**config.mk**
```make
export PLATFORM = sky130hd
export DESIGN_NAME = aps_top
export DESIGN_NICKNAME = d
export VERILOG_FILES = /design/src/core/aps_pkg.sv /design/src/core/aps_top.sv
export SDC_FILE = /design/constraint.sdc
export NUM_CORES = 1
export LEC_CHECK = 0
export BUFFER_PORTS_ARGS = -buffer_cell sky130_fd_sc_hd__clkbuf_2
export CELL_PAD_IN_SITES_DETAIL_PLACEMENT = 1
export CELL_PAD_IN_SITES_GLOBAL_PLACEMENT = 1
export CORE_MARGIN = 1
export CORE_UTILIZATION = 40
export CTS_CLUSTER_DIAMETER = 120
export DETAILED_ROUTE_END_ITERATION = 7
export PLACE_DENSITY_LB_ADDON = 0.1
export SLEW_MARGIN = 15
export SYNTH_ARGS = -nofsm -noshare
export SYNTH_HDL_FRONTEND = slang
export SYNTH_SLANG_ARGS = --single-unit
```
**constraint.sdc**
```tcl
create_clock -name clock -period 5.65 [get_ports clock]
set_input_delay 0.8475 -clock clock [delete_from_list [all_inputs] [get_ports clock]]
set_output_delay 0.8475 -clock clock [all_outputs]
set_load 0.02 [all_outputs]
```
**src/core/aps_pkg.sv**
```systemverilog
// Constants, types and helpers shared by the serial audio port
// What this block does
// I2S master drives bit clock and word select; slave takes them; data output always driven.
// I2S channel words are sixteen bits, left word MSB on the bus MSB position.
// I2S word MSB follows each word select change by one bit, on a falling edge.
// Left samples travel while word select is low, right samples while it is high.
// I2S data changes on falling bit clock edges, PCM data on rising; the far end samples on the opposite edge.
// I2S master frames hold 32 or 50 bits at the programmed frame rate.
// Master bit clock comes from the system clock through an N over M divider.
// I2S slave follows any external bit clock up to 3.072 MHz.
// I2S and PCM share the port; exactly one mode is active.
// PCM master makes bit clock and frame sync; PCM slave takes both as inputs.
// The PCM setup can be changed at run time by the host.
// PCM carries up to three full duplex channels in at most sixteen slots.
// Slot count per frame is 1, 2, 4, 8 or 16, following the interface rate.
// PCM data output floats during slots this port does not own.
// At an owned slot's end, output floats after the falling edge of its last bit.
// Short and long frame sync both work as master and as slave.
// Short sync is one bit period high once per frame, on a rising edge.
// Short sync slave sees sync high on a falling edge; slot zero starts next rise.
// Long sync is three bits high, starting with the first bit of slot zero.
// Narrowband speech uses 13 of 16 word bits, placement and order configurable.
// Unused bits are ignored on receive and filled as configured on transmit.
// After reset the format is 13 bit two's complement, left justified, MSB first.
// Mode, role, sync, slots and fill are changed only while the port is disabled.
package aps_pkg;

    // Register word indices; byte address is four times the index
    localparam logic [3:0] APS_REG_CTRL = 4'h0;
    localparam logic [3:0] APS_REG_DIV = 4'h1;
    localparam logic [3:0] APS_REG_SLOT = 4'h2;
    localparam logic [3:0] APS_REG_STAT = 4'h3;
    localparam logic [3:0] APS_REG_TX0 = 4'h4;
    localparam logic [3:0] APS_REG_RX0 = 4'h7;
    localparam logic [3:0] APS_REG_LAST = 4'h9;

    // Reset values
    localparam logic [15:0] APS_CTRL_RST = 16'h0100;
    localparam logic [15:0] APS_DIVN_RST = 16'h0001;
    localparam logic [15:0] APS_DIVM_RST = 16'h0002;
    localparam logic [14:0] APS_SLOT_RST = 15'h1000;

    // Framing figures
    localparam int APS_NCH = 3;
    localparam logic [8:0] APS_WORD = 9'h010;
    localparam logic [7:0] APS_I2S32_M1 = 8'h1f;
    localparam logic [7:0] APS_I2S50_M1 = 8'h31;
    localparam logic [7:0] APS_HALF32 = 8'h10;
    localparam logic [7:0] APS_HALF50 = 8'h19;
    localparam logic [7:0] APS_LONG_BITS = 8'h03;
    localparam logic [2:0] APS_MAX_LOG2 = 3'h4;

    // Fill choices for the three spare bits
    typedef enum logic [1:0] {
        APS_FILL_ZERO = 2'h0,
        APS_FILL_ONE = 2'h1,
        APS_FILL_SIGN = 2'h2,
        APS_FILL_PROG = 2'h3
    } aps_fill_t;

    // Port state
    typedef enum logic {
        APS_IDLE = 1'b0,
        APS_RUN = 1'b1
    } aps_state_t;

    // Control register layout, bit 0 first from the bottom
    typedef struct packed {
        logic [2:0] fill_val;
        aps_fill_t fill_mode;
        logic lsb_first;
        logic right_just;
        logic fmt13;
        logic [2:0] slot_log2;
        logic bits50;
        logic long_sync;
        logic master;
        logic pcm;
        logic en;
    } aps_cfg_t;

    // Slot register layout
    typedef struct packed {
        logic [2:0] chen;
        logic [2:0][3:0] sel;
    } aps_slot_t;

    // Bit order reversal
    function automatic logic [15:0] aps_rev(input logic [15:0] w);
        logic [15:0] r;
        r = '0;
        for (int i = 0; i < 16; i++)
        begin
            r[i] = w[15 - i];
        end
        return r;
    endfunction

    // Byte lane merge for Wishbone writes
    function automatic logic [31:0] aps_merge(input logic [31:0] old,
                                              input logic [31:0] wd,
                                              input logic [3:0] sel);
        logic [31:0] r;
        r = old;
        for (int b = 0; b < 4; b++)
        begin
            if (sel[b])
            begin
                r[8 * b +: 8] = wd[8 * b +: 8];
            end
        end
        return r;
    endfunction

endpackage

```
**src/core/aps_top.sv**
```systemverilog
// Serial audio port with I2S and multi-slot PCM modes behind a Wishbone slave
//
// The implementer's own choices: the placing of the registers and the Wishbone register port.
module aps_top (
    // Clock and reset
    input wire logic clock,
    input wire logic rst,
    // Wishbone slave
    input wire logic wb_cyc_i,
    input wire logic wb_stb_i,
    input wire logic wb_we_i,
    input wire logic [7:0] wb_adr_i,
    input wire logic [3:0] wb_sel_i,
    input wire logic [31:0] wb_dat_i,
    output logic [31:0] wb_dat_o,
    output logic wb_ack_o,
    // Bit clock pin
    input wire logic bclk_pin,
    output logic bclk_drv,
    output logic bclk_oe,
    // Word select or frame sync pin
    input wire logic ws_pin,
    output logic ws_drv,
    output logic ws_oe,
    // Serial data
    input wire logic sd_rx,
    output logic sd_tx,
    output logic sd_tx_oe
);
    import aps_pkg::*;

    // Software state
    aps_cfg_t cfg;
    aps_slot_t slot;
    logic [15:0] div_n;
    logic [15:0] div_m;
    logic [15:0] tx_word [APS_NCH];
    logic [15:0] rx_word [APS_NCH];
    logic [15:0] frames;
    aps_state_t state;

    // Engine state
    logic [15:0] acc;
    logic bclk_prev;
    logic [7:0] bitpos;
    logic ws_smp;
    logic ws_last;
    logic fs_prev;
    logic sync_hit;
    logic [4:0] wbit;
    logic cur_val;
    logic [3:0] cur_pos;
    logic [1:0] cur_ch;
    logic [15:0] rsh;

    // Bus decode
    wire bus_req = wb_cyc_i & wb_stb_i & ~wb_ack_o;
    wire bus_take = wb_cyc_i & wb_stb_i & wb_we_i & wb_ack_o;
    wire [3:0] bus_idx = wb_adr_i[5:2];
    wire bus_hit = (wb_adr_i[7:6] == 2'h0) & (wb_adr_i[1:0] == 2'h0)
                 & (bus_idx <= APS_REG_LAST);
    wire [1:0] tx_sel = 2'(bus_idx - APS_REG_TX0);
    wire [1:0] rx_sel = 2'(bus_idx - APS_REG_RX0);
    wire is_tx = (bus_idx >= APS_REG_TX0) & (bus_idx < APS_REG_RX0);
    wire is_rx = (bus_idx >= APS_REG_RX0);
    wire run = (state == APS_RUN);

    // Read selection; unmapped words read zero
    wire [31:0] rd_val =
        !bus_hit ? 32'h0 :
        (bus_idx == APS_REG_CTRL) ? {16'h0, cfg} :
        (bus_idx == APS_REG_DIV) ? {div_m, div_n} :
        (bus_idx == APS_REG_SLOT) ? {17'h0, slot} :
        (bus_idx == APS_REG_STAT) ? {15'h0, run, frames} :
        is_tx ? {16'h0, tx_word[tx_sel]} :
        is_rx ? {16'h0, rx_word[rx_sel]} : 32'h0;
    wire [31:0] wr_val = aps_merge(rd_val, wb_dat_i, wb_sel_i);

    // Settings lock while enabled; only the enable bit may move
    wire [15:0] next_cfg = cfg.en ? {cfg[15:1], wr_val[0]} : wr_val[15:0];
    wire wr_ok = bus_take & bus_hit;
    wire cfg_free = ~cfg.en;

    // Bus answer one cycle after the request
    always_ff @(posedge clock)
    begin
        if (rst)
        begin
            wb_ack_o <= 1'b0;
            wb_dat_o <= 32'h0;
        end
        else
        begin
            wb_ack_o <= bus_req;
            wb_dat_o <= bus_req ? rd_val : 32'h0;
        end
    end

    // Register writes; host may reconfigure at run time between sessions
    always_ff @(posedge clock)
    begin
        if (rst)
        begin
            cfg <= APS_CTRL_RST;
            div_n <= APS_DIVN_RST;
            div_m <= APS_DIVM_RST;
            slot <= APS_SLOT_RST;
        end
        else if (wr_ok)
        begin
            if (bus_idx == APS_REG_CTRL)
                cfg <= next_cfg;
            if (bus_idx == APS_REG_DIV && cfg_free)
                {div_m, div_n} <= wr_val;
            if (bus_idx == APS_REG_SLOT && cfg_free)
                slot <= wr_val[14:0];
        end
    end

    // Transmit words
    always_ff @(posedge clock)
    begin
        if (rst)
        begin
            for (int c = 0; c < APS_NCH; c++)
                tx_word[c] <= 16'h0;
        end
        else if (wr_ok & is_tx)
        begin
            tx_word[tx_sel] <= wr_val[15:0];
        end
    end

    // Port state follows the enable one cycle later
    always_ff @(posedge clock)
    begin
        if (rst)
            state <= APS_IDLE;
        else
            state <= cfg.en ? APS_RUN : APS_IDLE;
    end

    // Fractional N over M divider; each overflow is one half bit
    wire [16:0] acc_sum = {1'b0, acc} + {1'b0, div_n};
    wire [16:0] acc_wrap = acc_sum - {1'b0, div_m};
    wire tick = run & cfg.master & (acc_sum >= {1'b0, div_m});
    wire [15:0] next_acc = !(run & cfg.master) ? 16'h0 :
                           tick ? acc_wrap[15:0] : acc_sum[15:0];

    // Bit clock edges, generated or followed
    wire rise = run & (cfg.master ? (tick & ~bclk_drv) : (bclk_pin & ~bclk_prev));
    wire fall = run & (cfg.master ? (tick & bclk_drv) : (~bclk_pin & bclk_prev));
    wire launch = cfg.pcm ? rise : fall;
    wire capture = cfg.pcm ? fall : rise;

    // Bit clock generation and pin direction
    always_ff @(posedge clock)
    begin
        if (rst)
        begin
            acc <= 16'h0;
            bclk_drv <= 1'b0;
            bclk_prev <= 1'b0;
            bclk_oe <= 1'b0;
            ws_oe <= 1'b0;
        end
        else
        begin
            acc <= next_acc;
            bclk_drv <= tick ? ~bclk_drv : (bclk_drv & run & cfg.master);
            bclk_prev <= bclk_pin;
            bclk_oe <= run & cfg.master;
            ws_oe <= run & cfg.master;
        end
    end

    // Frame length
    wire [2:0] lg = (cfg.slot_log2 > APS_MAX_LOG2) ? APS_MAX_LOG2 : cfg.slot_log2;
    wire [8:0] pcm_len = APS_WORD << lg;
    wire [8:0] pcm_m1 = pcm_len - 9'h001;
    wire [7:0] i2s_m1 = cfg.bits50 ? APS_I2S50_M1 : APS_I2S32_M1;
    wire [7:0] flen_m1 = cfg.pcm ? pcm_m1[7:0] : i2s_m1;
    wire [7:0] half = cfg.bits50 ? APS_HALF50 : APS_HALF32;
    wire [7:0] bp_inc = (bitpos == flen_m1) ? 8'h00 : bitpos + 8'h01;

    // Slave resync: short sync puts bit zero next, long sync is already in bit zero
    wire resync = cfg.pcm & ~cfg.master & sync_hit;
    wire [7:0] next_bp = !resync ? bp_inc : (cfg.long_sync ? 8'h01 : 8'h00);
    wire sync_seen = cfg.long_sync ? (ws_pin & ~fs_prev) : ws_pin;

    // Master word select or frame sync level for the next bit
    wire long_lvl = (next_bp < APS_LONG_BITS);
    wire short_lvl = (next_bp == flen_m1);
    wire pcm_lvl = cfg.long_sync ? long_lvl : short_lvl;
    wire ws_next = cfg.pcm ? pcm_lvl : (next_bp >= half);

    // Framing counters and sync tracking
    always_ff @(posedge clock)
    begin
        if (rst || !run)
        begin
            bitpos <= flen_m1;
            ws_drv <= 1'b0;
            ws_smp <= 1'b0;
            fs_prev <= 1'b0;
            sync_hit <= 1'b0;
        end
        else
        begin
            if (launch)
            begin
                bitpos <= next_bp;
                ws_drv <= cfg.master & ws_next;
                sync_hit <= 1'b0;
            end
            if (rise)
                ws_smp <= ws_pin;
            if (fall)
            begin
                fs_prev <= ws_pin;
                sync_hit <= sync_seen;
            end
        end
    end

    // Spare bit fill and sample placement per channel
    wire nb = cfg.pcm & cfg.fmt13;
    logic [15:0] fmt_word [APS_NCH];
    for (genvar c = 0; c < APS_NCH; c++)
    begin : g_fmt
        wire [12:0] smp = tx_word[c][12:0];
        wire [2:0] fill =
            (cfg.fill_mode == APS_FILL_ZERO) ? 3'h0 :
            (cfg.fill_mode == APS_FILL_ONE) ? 3'h7 :
            (cfg.fill_mode == APS_FILL_SIGN) ? {3{smp[12]}} : cfg.fill_val;
        wire [15:0] placed = cfg.right_just ? {fill, smp} : {smp, fill};
        wire [15:0] ordered = cfg.lsb_first ? aps_rev(placed) : placed;
        assign fmt_word[c] = nb ? ordered : tx_word[c];
    end

    // I2S word tracking
    wire ws_cur = cfg.master ? ws_drv : ws_smp;
    wire ws_flip = (ws_cur != ws_last);
    wire i2s_more = (wbit < 5'h10);

    // PCM slot ownership for the next bit
    wire [3:0] nslot = next_bp[7:4];
    wire [2:0] ch_hit;
    for (genvar c = 0; c < APS_NCH; c++)
    begin : g_own
        assign ch_hit[c] = slot.chen[c] & (slot.sel[c] == nslot);
    end
    wire [1:0] hit_ch = ch_hit[0] ? 2'h0 : (ch_hit[1] ? 2'h1 : 2'h2);

    // Next launched bit
    wire l_val = cfg.pcm ? (|ch_hit) : (ws_flip | i2s_more);
    wire [3:0] l_pos = cfg.pcm ? next_bp[3:0] : (ws_flip ? 4'h0 : wbit[3:0]);
    wire [1:0] l_ch = cfg.pcm ? hit_ch : {1'b0, ws_cur};
    wire [15:0] l_word = fmt_word[l_ch];
    wire l_bit = l_val & l_word[4'hf - l_pos];

    // Receive assembly; spare bits dropped, sample sign extended
    wire [15:0] rsh_next = {rsh[14:0], sd_rx};
    wire rx_done = capture & cur_val & (cur_pos == 4'hf);
    wire [15:0] rx_ord = (nb & cfg.lsb_first) ? aps_rev(rsh_next) : rsh_next;
    wire [12:0] rx13 = cfg.right_just ? rx_ord[12:0] : rx_ord[15:3];
    wire [15:0] rx_val = nb ? {{3{rx13[12]}}, rx13} : rx_ord;
    wire frame_mark = cfg.pcm | cfg.master ? ((next_bp == 8'h00) | resync)
                                           : (ws_flip & ~ws_cur);

    // I2S word bit counter
    always_ff @(posedge clock)
    begin
        if (rst || !run)
        begin
            wbit <= 5'h10;
            ws_last <= 1'b0;
        end
        else if (launch & ~cfg.pcm)
        begin
            ws_last <= ws_cur;
            wbit <= ws_flip ? 5'h01 : (i2s_more ? wbit + 5'h01 : wbit);
        end
    end

    // Serial data launch, output enable and capture
    always_ff @(posedge clock)
    begin
        if (rst || !run)
        begin
            cur_val <= 1'b0;
            cur_pos <= 4'h0;
            cur_ch <= 2'h0;
            sd_tx <= 1'b0;
            sd_tx_oe <= ~cfg.pcm;
            rsh <= 16'h0;
        end
        else
        begin
            if (launch)
            begin
                cur_val <= l_val;
                cur_pos <= l_pos;
                cur_ch <= l_ch;
                sd_tx <= l_bit;
                sd_tx_oe <= ~cfg.pcm | l_val;
            end
            else if (rx_done)
            begin
                cur_val <= 1'b0;
                sd_tx_oe <= ~cfg.pcm;
            end
            if (capture & cur_val)
                rsh <= rsh_next;
        end
    end

    // Received words and frame count
    always_ff @(posedge clock)
    begin
        if (rst)
        begin
            for (int c = 0; c < APS_NCH; c++)
                rx_word[c] <= 16'h0;
            frames <= 16'h0;
        end
        else
        begin
            if (rx_done)
                rx_word[cur_ch] <= rx_val;
            if (run & launch & frame_mark)
                frames <= frames + 16'h0001;
        end
    end
endmodule

```
After elaboration in Yosys (flattened, before gate mapping)
Memory sizes are Yosys's and may differ from the RTL's.
Cells that the tools add are included.
Cells by class
  add/sub/neg operators: 9
  magnitude comparators: 11
  equal/unequal tests: 12
  shift-type cells: 1
  muxes and demuxes: 87
  bitwise gates (word level): 51
  reduce and logical (&&, ||, !) cells: 24
Operator list (number)
  two-way mux 16 bit: 18
  two-way mux 32 bit: 3
  two-way mux 8 bit: 9
  AND 1 bit: 35
  two-way mux 17 bit: 2
  binary-select mux 16 bit (select 2 bit): 1
  OR reduction 16 bit: 2
  two-way mux 1 bit: 31
  two-way mux 3 bit: 10
  adder 16 x 16 -> 17 bit: 1
  >= comparator 17 x 16 -> 1 bit: 1
  adder 16 x 1 -> 16 bit (second input constant): 1
  equality test 8 bit: 2
  subtractor 16 bit: 1
  two-way mux 13 bit: 1
  equality test 4 bit: 3
  two-way mux 4 bit: 3
  NOT 1 bit: 11
  two-way mux 2 bit: 5
  two-way mux 5 bit: 2
  adder 8 x 1 -> 8 bit (second input constant): 1
  equality test 4 x 2 -> 1 bit (second input constant): 2
  >= comparator 4 x 3 -> 1 bit (second input constant): 2
  >= comparator 8 x 5 -> 1 bit: 1
  other kinds (34): 47
Word-level totals
  bits in registers: 174
  bits in writable memories: 96
  input port bits: 52
  memories: 2
Memory list
  rx_word: depth 3, width 16, rd ports 1, clocked after memory_dff 0, wr ports 3, RTL line aps_top.sv:38  | logic [15:0] rx_word [APS_NCH];
  tx_word: depth 3, width 16, rd ports 4, clocked after memory_dff 0, wr ports 3, RTL line aps_top.sv:37  | logic [15:0] tx_word [APS_NCH];

Logic depth before layout (Yosys ltp)
Gate-level depths: netlist of the first run.
  depth after elaboration: 20
  gate-level depth with buffers: 23

Worst setup path before layout of the first run
OpenSTA, ideal clock, no wires.
  path kind: reg2reg
  start point: register div_n[0]
  end point: memory rx_word[0][0], enable pin
  arrival time: 5718 ps
  data required time: 5236 ps
  path slack: -482 ps
  cell stages (with the launch flop): 22
  path buffers: 1
  path through: dfxtp_1 ha_1 fa_1 a21o_1 a21oi_1 o21bai_1 a21o_1 a21oi_1 o21ai_0 o21ai_0 a32oi_1 ha_1 nand3_1 or2_2 o221ai_1 a21o_1 o211ai_1 a311o_1 a21boi_0 o2111ai_1 clkbuf_1 o31ai_1
RTL lines
  from (decl): RTL line aps_top.sv:35  | logic [15:0] div_n;
  from (signal assigned): RTL line aps_top.sv:114  | {div_m, div_n} <= wr_val;
  to (decl): RTL line aps_top.sv:38

==> results of run 1 <==
==> sequential cells by signal, indices dropped and copies added, names as in the netlist, 2 cells and up <==
signal	cells
wbit	5
frames	16
slot	15
div_m	16
cfg	16
cur_ch	2
rsh	15
bitpos	8
wb_dat_o	32
cur_pos	4
tx_word	64
div_n	16
rx_word	64
acc	16
==> cell type report <==
cell class,instances,area (um^2)
multi-input cells,1406,9400
repair buffers,167,1050
fillers,5058,23200
well taps,585,732
inverters,97,364
flip-flops and latches,302,7420
clock buffers,49,1050
clock inverters,15,125
==> power breakdown <==
| part | internal (uW) | switching, uW |
|---|---|---|
| Clock | 1390 | 975 |
| Combinational | 112 | 206 |
| Sequential | 2320 | 28.0 |
==> cells in the mapped netlist, types with 6 or more instances <==
library cell  count
edfxtp_1        137
buf_1            13
clkbuf_1        119
nand2_1         153
a2bb2oi_1         8
a21oi_1         135
o21bai_1          7
o22ai_1          24
a21o_1           20
or4_1             7
a21boi_0          6
inv_1            95
or2_2             7
a22oi_1          18
nor2b_1          20
xnor2_1          33
a31o_2            6
a31oi_1          11
o21ai_0          94
a311oi_1         13
nor4_1           70
o221ai_1         19
xor2_1           23
nand3_1          31
buf_6            10
o211ai_1         25
mux2i_1          34
nor2_1          257
ha_1             42
nor3_1           42
or3_1            11
nand2b_1         20
dfxtp_1         165
a221oi_1          6
and2_1            8
and3_1           20
o31a_1            9
o31ai_1          18
a32oi_1          10
a211oi_1         62
mux4_2           48
nand4_1          10
==> layout by cell type (no fill, tap or decap), drive strengths merged, types with 21 or more instances in the layout <==
master / instances
nor3: 42
mux4: 49
nand3: 32
nand2: 153
xor2: 23
mux2i: 34
clkbuf: 138
inv: 95
a21oi: 136
o22ai: 24
a211oi: 63
nor2: 257
nor4: 70
edfxtp: 137
xnor2: 33
buf: 78
o211ai: 25
dfxtp: 165
and3: 21
a21o: 21
o21ai: 98
ha: 42
==> cells by family (layout without fill, tap and decap cells) <==
kind of cell,Yosys count,count (layout),synth area share
AND/OR/NAND/NOR,674,674,0.178
AO/OA/AOI/OAI,529,529,0.198
flip-flops,302,302,0.419
buffers and inverters,250,328,0.0603
multiplexers,87,87,0.0843
XOR/XNOR,56,56,0.0277
adder cells (fa/ha/maj),44,44,0.0319
other,1,16,0.000212
==> critical path, delay by kind of cell (launching register included) <==
| family | cells | cell delay [ns] |
|---|---|---|
| compound gates | 10 | 1.84 |
| fa+ha+maj | 3 | 1.04 |
| simple gates | 6 | 1.02 |
| buf+inv | 4 | 0.74 |
| flops | 1 | 0.33 |
==> final timing paths <==
check        slack, ns            end  depth (start not counted)     start
max               0.35  rx_word[3][6]                         23  div_n[0]
min               0.49       div_m[1]                          2  div_m[1]
max reg2reg       0.35  rx_word[3][6]                         23  div_n[0]
min reg2reg       0.49       div_m[1]                          2  div_m[1]
==> metal layers <==
| metal | vias up | global-route usage |
|---|---|---|
| met1 | 7937 | 0.382 |
| met2 | 463 | 0.485 |
| met5 | - | 0 |
| li1 | 7301 | - |
| met4 | 0 | 0.0965 |
| met3 | 91 | 0.0396 |
==> what timing repair did <==
| item | in CTS | in global routing |
|---|---|---|
| setup buffers | 0 | 8 |
| pin swaps | 0 | 7 |
| endpoints found under the hold margin | 0 | 0 |
| endpoints found under the setup margin | 16 | 173 |
| resized for setup | 2 | 22 |
| cloned | 0 | 1 |
==> stage by stage <==
step           worst slack [ns]  instances  utilization
2_1_floorplan            -0.482       1958            -
3_3_place_gp              0.153       2548        0.434
3_5_place_dp            -0.0139       2548        0.434
4_1_cts                  0.0103       2612        0.461
5_1_grt                  0.0229       2621        0.465
6_report                  0.352       2621        0.465
==> results.md, run 1 <==
* Status: finished, final reports clean
* Final nets at 2,107
* DRT Pass-1 Iters at 5
* Ys async rst share at 0
* DIE AREA at 0.0451 mm^2
* Vias per Instance at 6.03
* Final setup skew at 0.0284 ns
* Synth Warn # at 0
* CP max FO at 8
* Fin. max-slew vios at 0
* Final hold vios at 0
* Yosys top cell area share at 0.232
* Drc violations at 0
* TNS Setup at 0 ns
* Die W at 212 um
* Clock H-tree levels at 2
* EDFF count, synth at 137
* Slew @ Worst Pin at 1.16 ns
* Number of synthesized register bits at 302
* Sequential element share of the synthesized area at 0.419
* Largest net degree at the start of global routing at 74
* Clock root cell: clkbuf_16
* Worst path required time at 5.90 ns
* Met3 WL at 3540 um
* CTS tree: yes
* Cell Rows at 76
* Hold_ws at 0.491 ns
* Global-route usage over all layers at 0.289
* Crit path arrival time at 5.54 ns
* Post-synthesis cell type count at 91
* Final Cell Area at 0.0201 mm^2
* CORE AREA at 0.0434 mm^2
* Period minus WS final at 5.30 ns
* Fin crit share at 0.938
* Post-DP HPWL at 47,600 um
* RSZ-0062 raised after global routing: no
* # diodes at 0
* Slowest stage cell, crit path: fa_1
* Met2 WL at 31,400 um
* Max Cap Viol at 0
* Setup violators final at 0
* Die H at 212 um
* Max incr delay on CP at 0.41 ns
* RD Place Congestion at 0.922
* F_max at 0.189 GHz
* Power per Cell Area at 250 mW/mm^2
* DRC marker count from the first detailed-route iteration at 1,382
* Post-Route M1 WL at 28,100 um
* Clock transition at path regs at 0.06 ns
* Worst-skew pair later-pin latency at 0.56 ns
* CTS sink count at 302
* Peak VDD IR at 0.227 mV
* Startpoint type of the worst setup path: flip-flop
* Initial antenna violation count at 0
* First-pass GRT wire length at 97,500 um
* Crit path cell chain: ha_1, fa_1, a21o_1, a21oi_2, o21bai_1, a21o_1, a21oi_2, nor2_1, nand3_1, a31oi_1, ha_1, nand3_1, or2_4, nor4_2, o211ai_1, buf_4, a311o_1, a21boi_2, buf_4, o2111ai_4, buf_8, nor3_4, buf_6
* Synth area leaders: edfxtp_1, dfxtp_1, mux4_2
* Top FF cell, synth: dfxtp_1
* Max Root-Sink Buffers at 3
* Routed Antenna Nets at 0
* Port-buffer cells at 90
* Top layer in use: met4
* Cell area after synthesis at 0.0177 mm^2
* WL/cell at 24.8 um
* CP Capture Type: flip-flop
* Avg Cell Area, Syn at 9.11 um^2
* Max_slew headroom at 0.228
* WL final at 65,000 um
* Worst setup path class: flip-flop to flip-flop
* Pwr Total at 5030 uW
* Cts hold-fix bufs at 0
* Share of post-route cells with drive strength above 1 at 0.159
* Post-Place Cell Area at 0.0188 mm^2
* IO Count at 91
* Vias post-DR at 15,800
* Syn-to-layout area delta at 13.8%
* Number of global-route vias before repair at 15,700
* Initial Utilization at 0.408
* Cells after Synth at 1,943
* Area leader, netlist: edfxtp_1
* CTS Buf Count at 37
* Min-delay worst type: flip-flop to flip-flop
* Leakage at 0.00766 uW
* GRT overflow at 0
Note: power is estimated with default switching activity, not from simulation.
==> run 2: changes to the inputs <==
Settings changed: ABC_AREA set to 1.
==> run 2 against run 1 <==
Net effect: worst setup slack improved by 0.045 ns; register-to-register slack improved by 0.05 ns; non-clock buffer count decreased by 30.
==> results.md, run 2 <==
* Status: finished, final reports clean
* Cells after Synth at 2,364
* Initial Utilization at 0.405
* # diodes at 0
* Final nets at 2,532
* Min-delay worst type: flip-flop to flip-flop
* Post-DP HPWL at 50,600 um
* Share of post-route cells with drive strength above 1 at 0.104
* Post-synthesis cell type count at 52
* Count leader, synth: nand2_1
* Routed Antenna Nets at 0
* Final Cell Area at 0.0198 mm^2
* Period minus WS final at 5.25 ns
* Syn-to-layout area delta at 13.3%
* CP Capture Type: flip-flop
* Slowest stage cell, crit path: fa_1
* RD Place Congestion at 0.906
* R2R depth at 29
* Clock root cell: clkbuf_16
* Crit path max-delay family: simple AND/OR/NAND/NOR gates
* CORE AREA at 0.0431 mm^2
* Final WS setup at 0.397 ns
* Drc violations at 0
* Synth area leaders: edfxtp_1, dfxtp_1, o21ai_0
* Post-Place Cell Area at 0.0185 mm^2
* Pwr Total at 5110 uW
* Startpoint type of the worst setup path: flip-flop
* Most common cell after layout, fill and taps aside: nand2_1
* Yosys top cell area share at 0.236
* Cell Rows at 76
* Final setup skew at 0.0225 ns
* Hold_ws at 0.467 ns
* Power per Cell Area at 259 mW/mm^2
* Port-buffer cells at 90
* RR Endpoint: rx_word[0][15]
* TNS Setup at 0 ns
* Top cell by count, worst path: nand2_2
* CP max FO at 17
* Crit path from: div_n[0]
* Largest regs: rx_word (64), tx_word (64), wb_dat_o (32)
* Final hold vios at 0
* Fin. max-slew vios at 0
* Global-route usage over all layers at 0.302
* First-pass GRT wire length at 102,000 um
* F_max at 0.190 GHz
* Initial antenna violation count at 0
* Number of global-route vias before repair at 17,100
* GRT overflow at 0
* DRC marker count from the first detailed-route iteration at 1,149
* Cts hold-fix bufs at 0
* WHS Path Cells at 2
* Cell area after synthesis at 0.0174 mm^2
* WL final at 66,400 um
* Setup violators final at 0
* Max Cap Viol at 0
* # fillers at 5,407
* Die H at 211 um
* CTS sink count at 302
* Area leader, netlist: edfxtp_1
* Max incr delay on CP at 0.41 ns
* RSZ-0062 raised after global routing: no
* Max_slew headroom at 0.327
* Vias per Instance at 5.55
* Avg Cell Area, Syn at 7.38 um^2
* Synth Warn # at 0
* DIE AREA at 0.0444 mm^2
* CTS tree: yes
* Number of synthesized register bits at 302
* RR Startpoint: div_n[0]
* Clock H-tree levels at 2
* Fin crit share at 0.930
* Largest net degree at the start of global routing at 56
* Hold-critical path endpoint: fs_prev
* Top FF cell, synth: dfxtp_1
* Top cells by count, synth: nand2_1, o21ai_0, inv_1
* Worst-skew pair later-pin latency at 0.57 ns
* Slew @ Worst Pin at 0.999 ns
* CP bufs+invs at 2
* DRT Pass-1 Iters at 5
* Max Root-Sink Buffers at 3
* Die W at 211 um
* Clock transition at path regs at 0.06 ns
* IO Count at 91
* Post-CTS sizing at 0
* Post-place setup slack at 0.402 ns
* CTS Buf Count at 38
* Most frequent cells in the layout: nand2_1, o21ai_0, inv_1
* Min-delay src: fs_prev
* Number of buffers added for setup after CTS at 0
* Register-to-register setup slack at 0.40 ns
* Worst path required time at 5.92 ns
* Peak VDD IR at 0.177 mV
* Worst setup path class: flip-flop to flip-flop
* Vias post-DR at 16,900
* Leakage at 0.00823 uW
* Crit path arrival time at 5.52 ns
* Sequential element share of the synthesized area at 0.425
* Ys async rst share at 0
* EDFF count, synth at 137
* WL/cell at 21.8 um
run 2: cell families after synthesis:
| kind of cell | synth area share |
|---|---|
| xor+xnor | 0.0191 |
| mux | 0.00172 |
| flops | 0.425 |
| compound gates | 0.203 |
| simple gates | 0.220 |
| fa+ha+maj | 0.0324 |
| other cells | 0.000215 |
| buf+inv | 0.0987 |
run 2: area by class of cell:
class                   count  area [um^2]  area share
flip-flops and latches    302         7420       0.376
multi-input cells        1640         8370       0.424
clock buffers              47         1040      0.0529
repair buffers            137          803      0.0407
clock inverters            23          195     0.00988
well taps                 585          732      0.0371
inverters                 317         1190      0.0602
run 2: layer usage:
layer	track usage	vias up	routed length, um
li1	-	8064	-
met1	0.413	8296	30500
met2	0.486	450	30000
met3	0.0393	109	3550
met4	0.115	0	2360
met5	0	-	0
run 2: metrics by stage:
stage,std cells,util
2_1_floorplan,2379,-
3_3_place_gp,2981,0.430
3_5_place_dp,2981,0.430
4_1_cts,3051,0.459
5_1_grt,3051,0.459
6_report,3051,0.459
run 2: worst max path at each step:
stage	endpoint	slack, ns	cells after the start
after floorplan	rx_word[3][0]	0.29	26
after global placement	rx_word[2][12]	0.60	29
after detailed placement	rx_word[0][15]	0.40	29
after CTS	rx_word[0][15]	0.39	29
after global routing	rx_word[0][8]	0.007	30
final	rx_word[0][15]	0.40	29
run 2: power breakdown:
part | internal [uW] | switching [uW]
combinational | 90.3 | 234
clock | 1420 | 1040
sequential | 2310 | 18.6
run 2: worst min-delay path: cells and delay by family (launching register included):
| kind | cells | cell delay, ns |
|---|---|---|
| AND/OR/NAND/NOR | 1 | 0.06 |
| AO/OA/AOI/OAI | 1 | 0.05 |
| flip-flops | 1 | 0.31 |
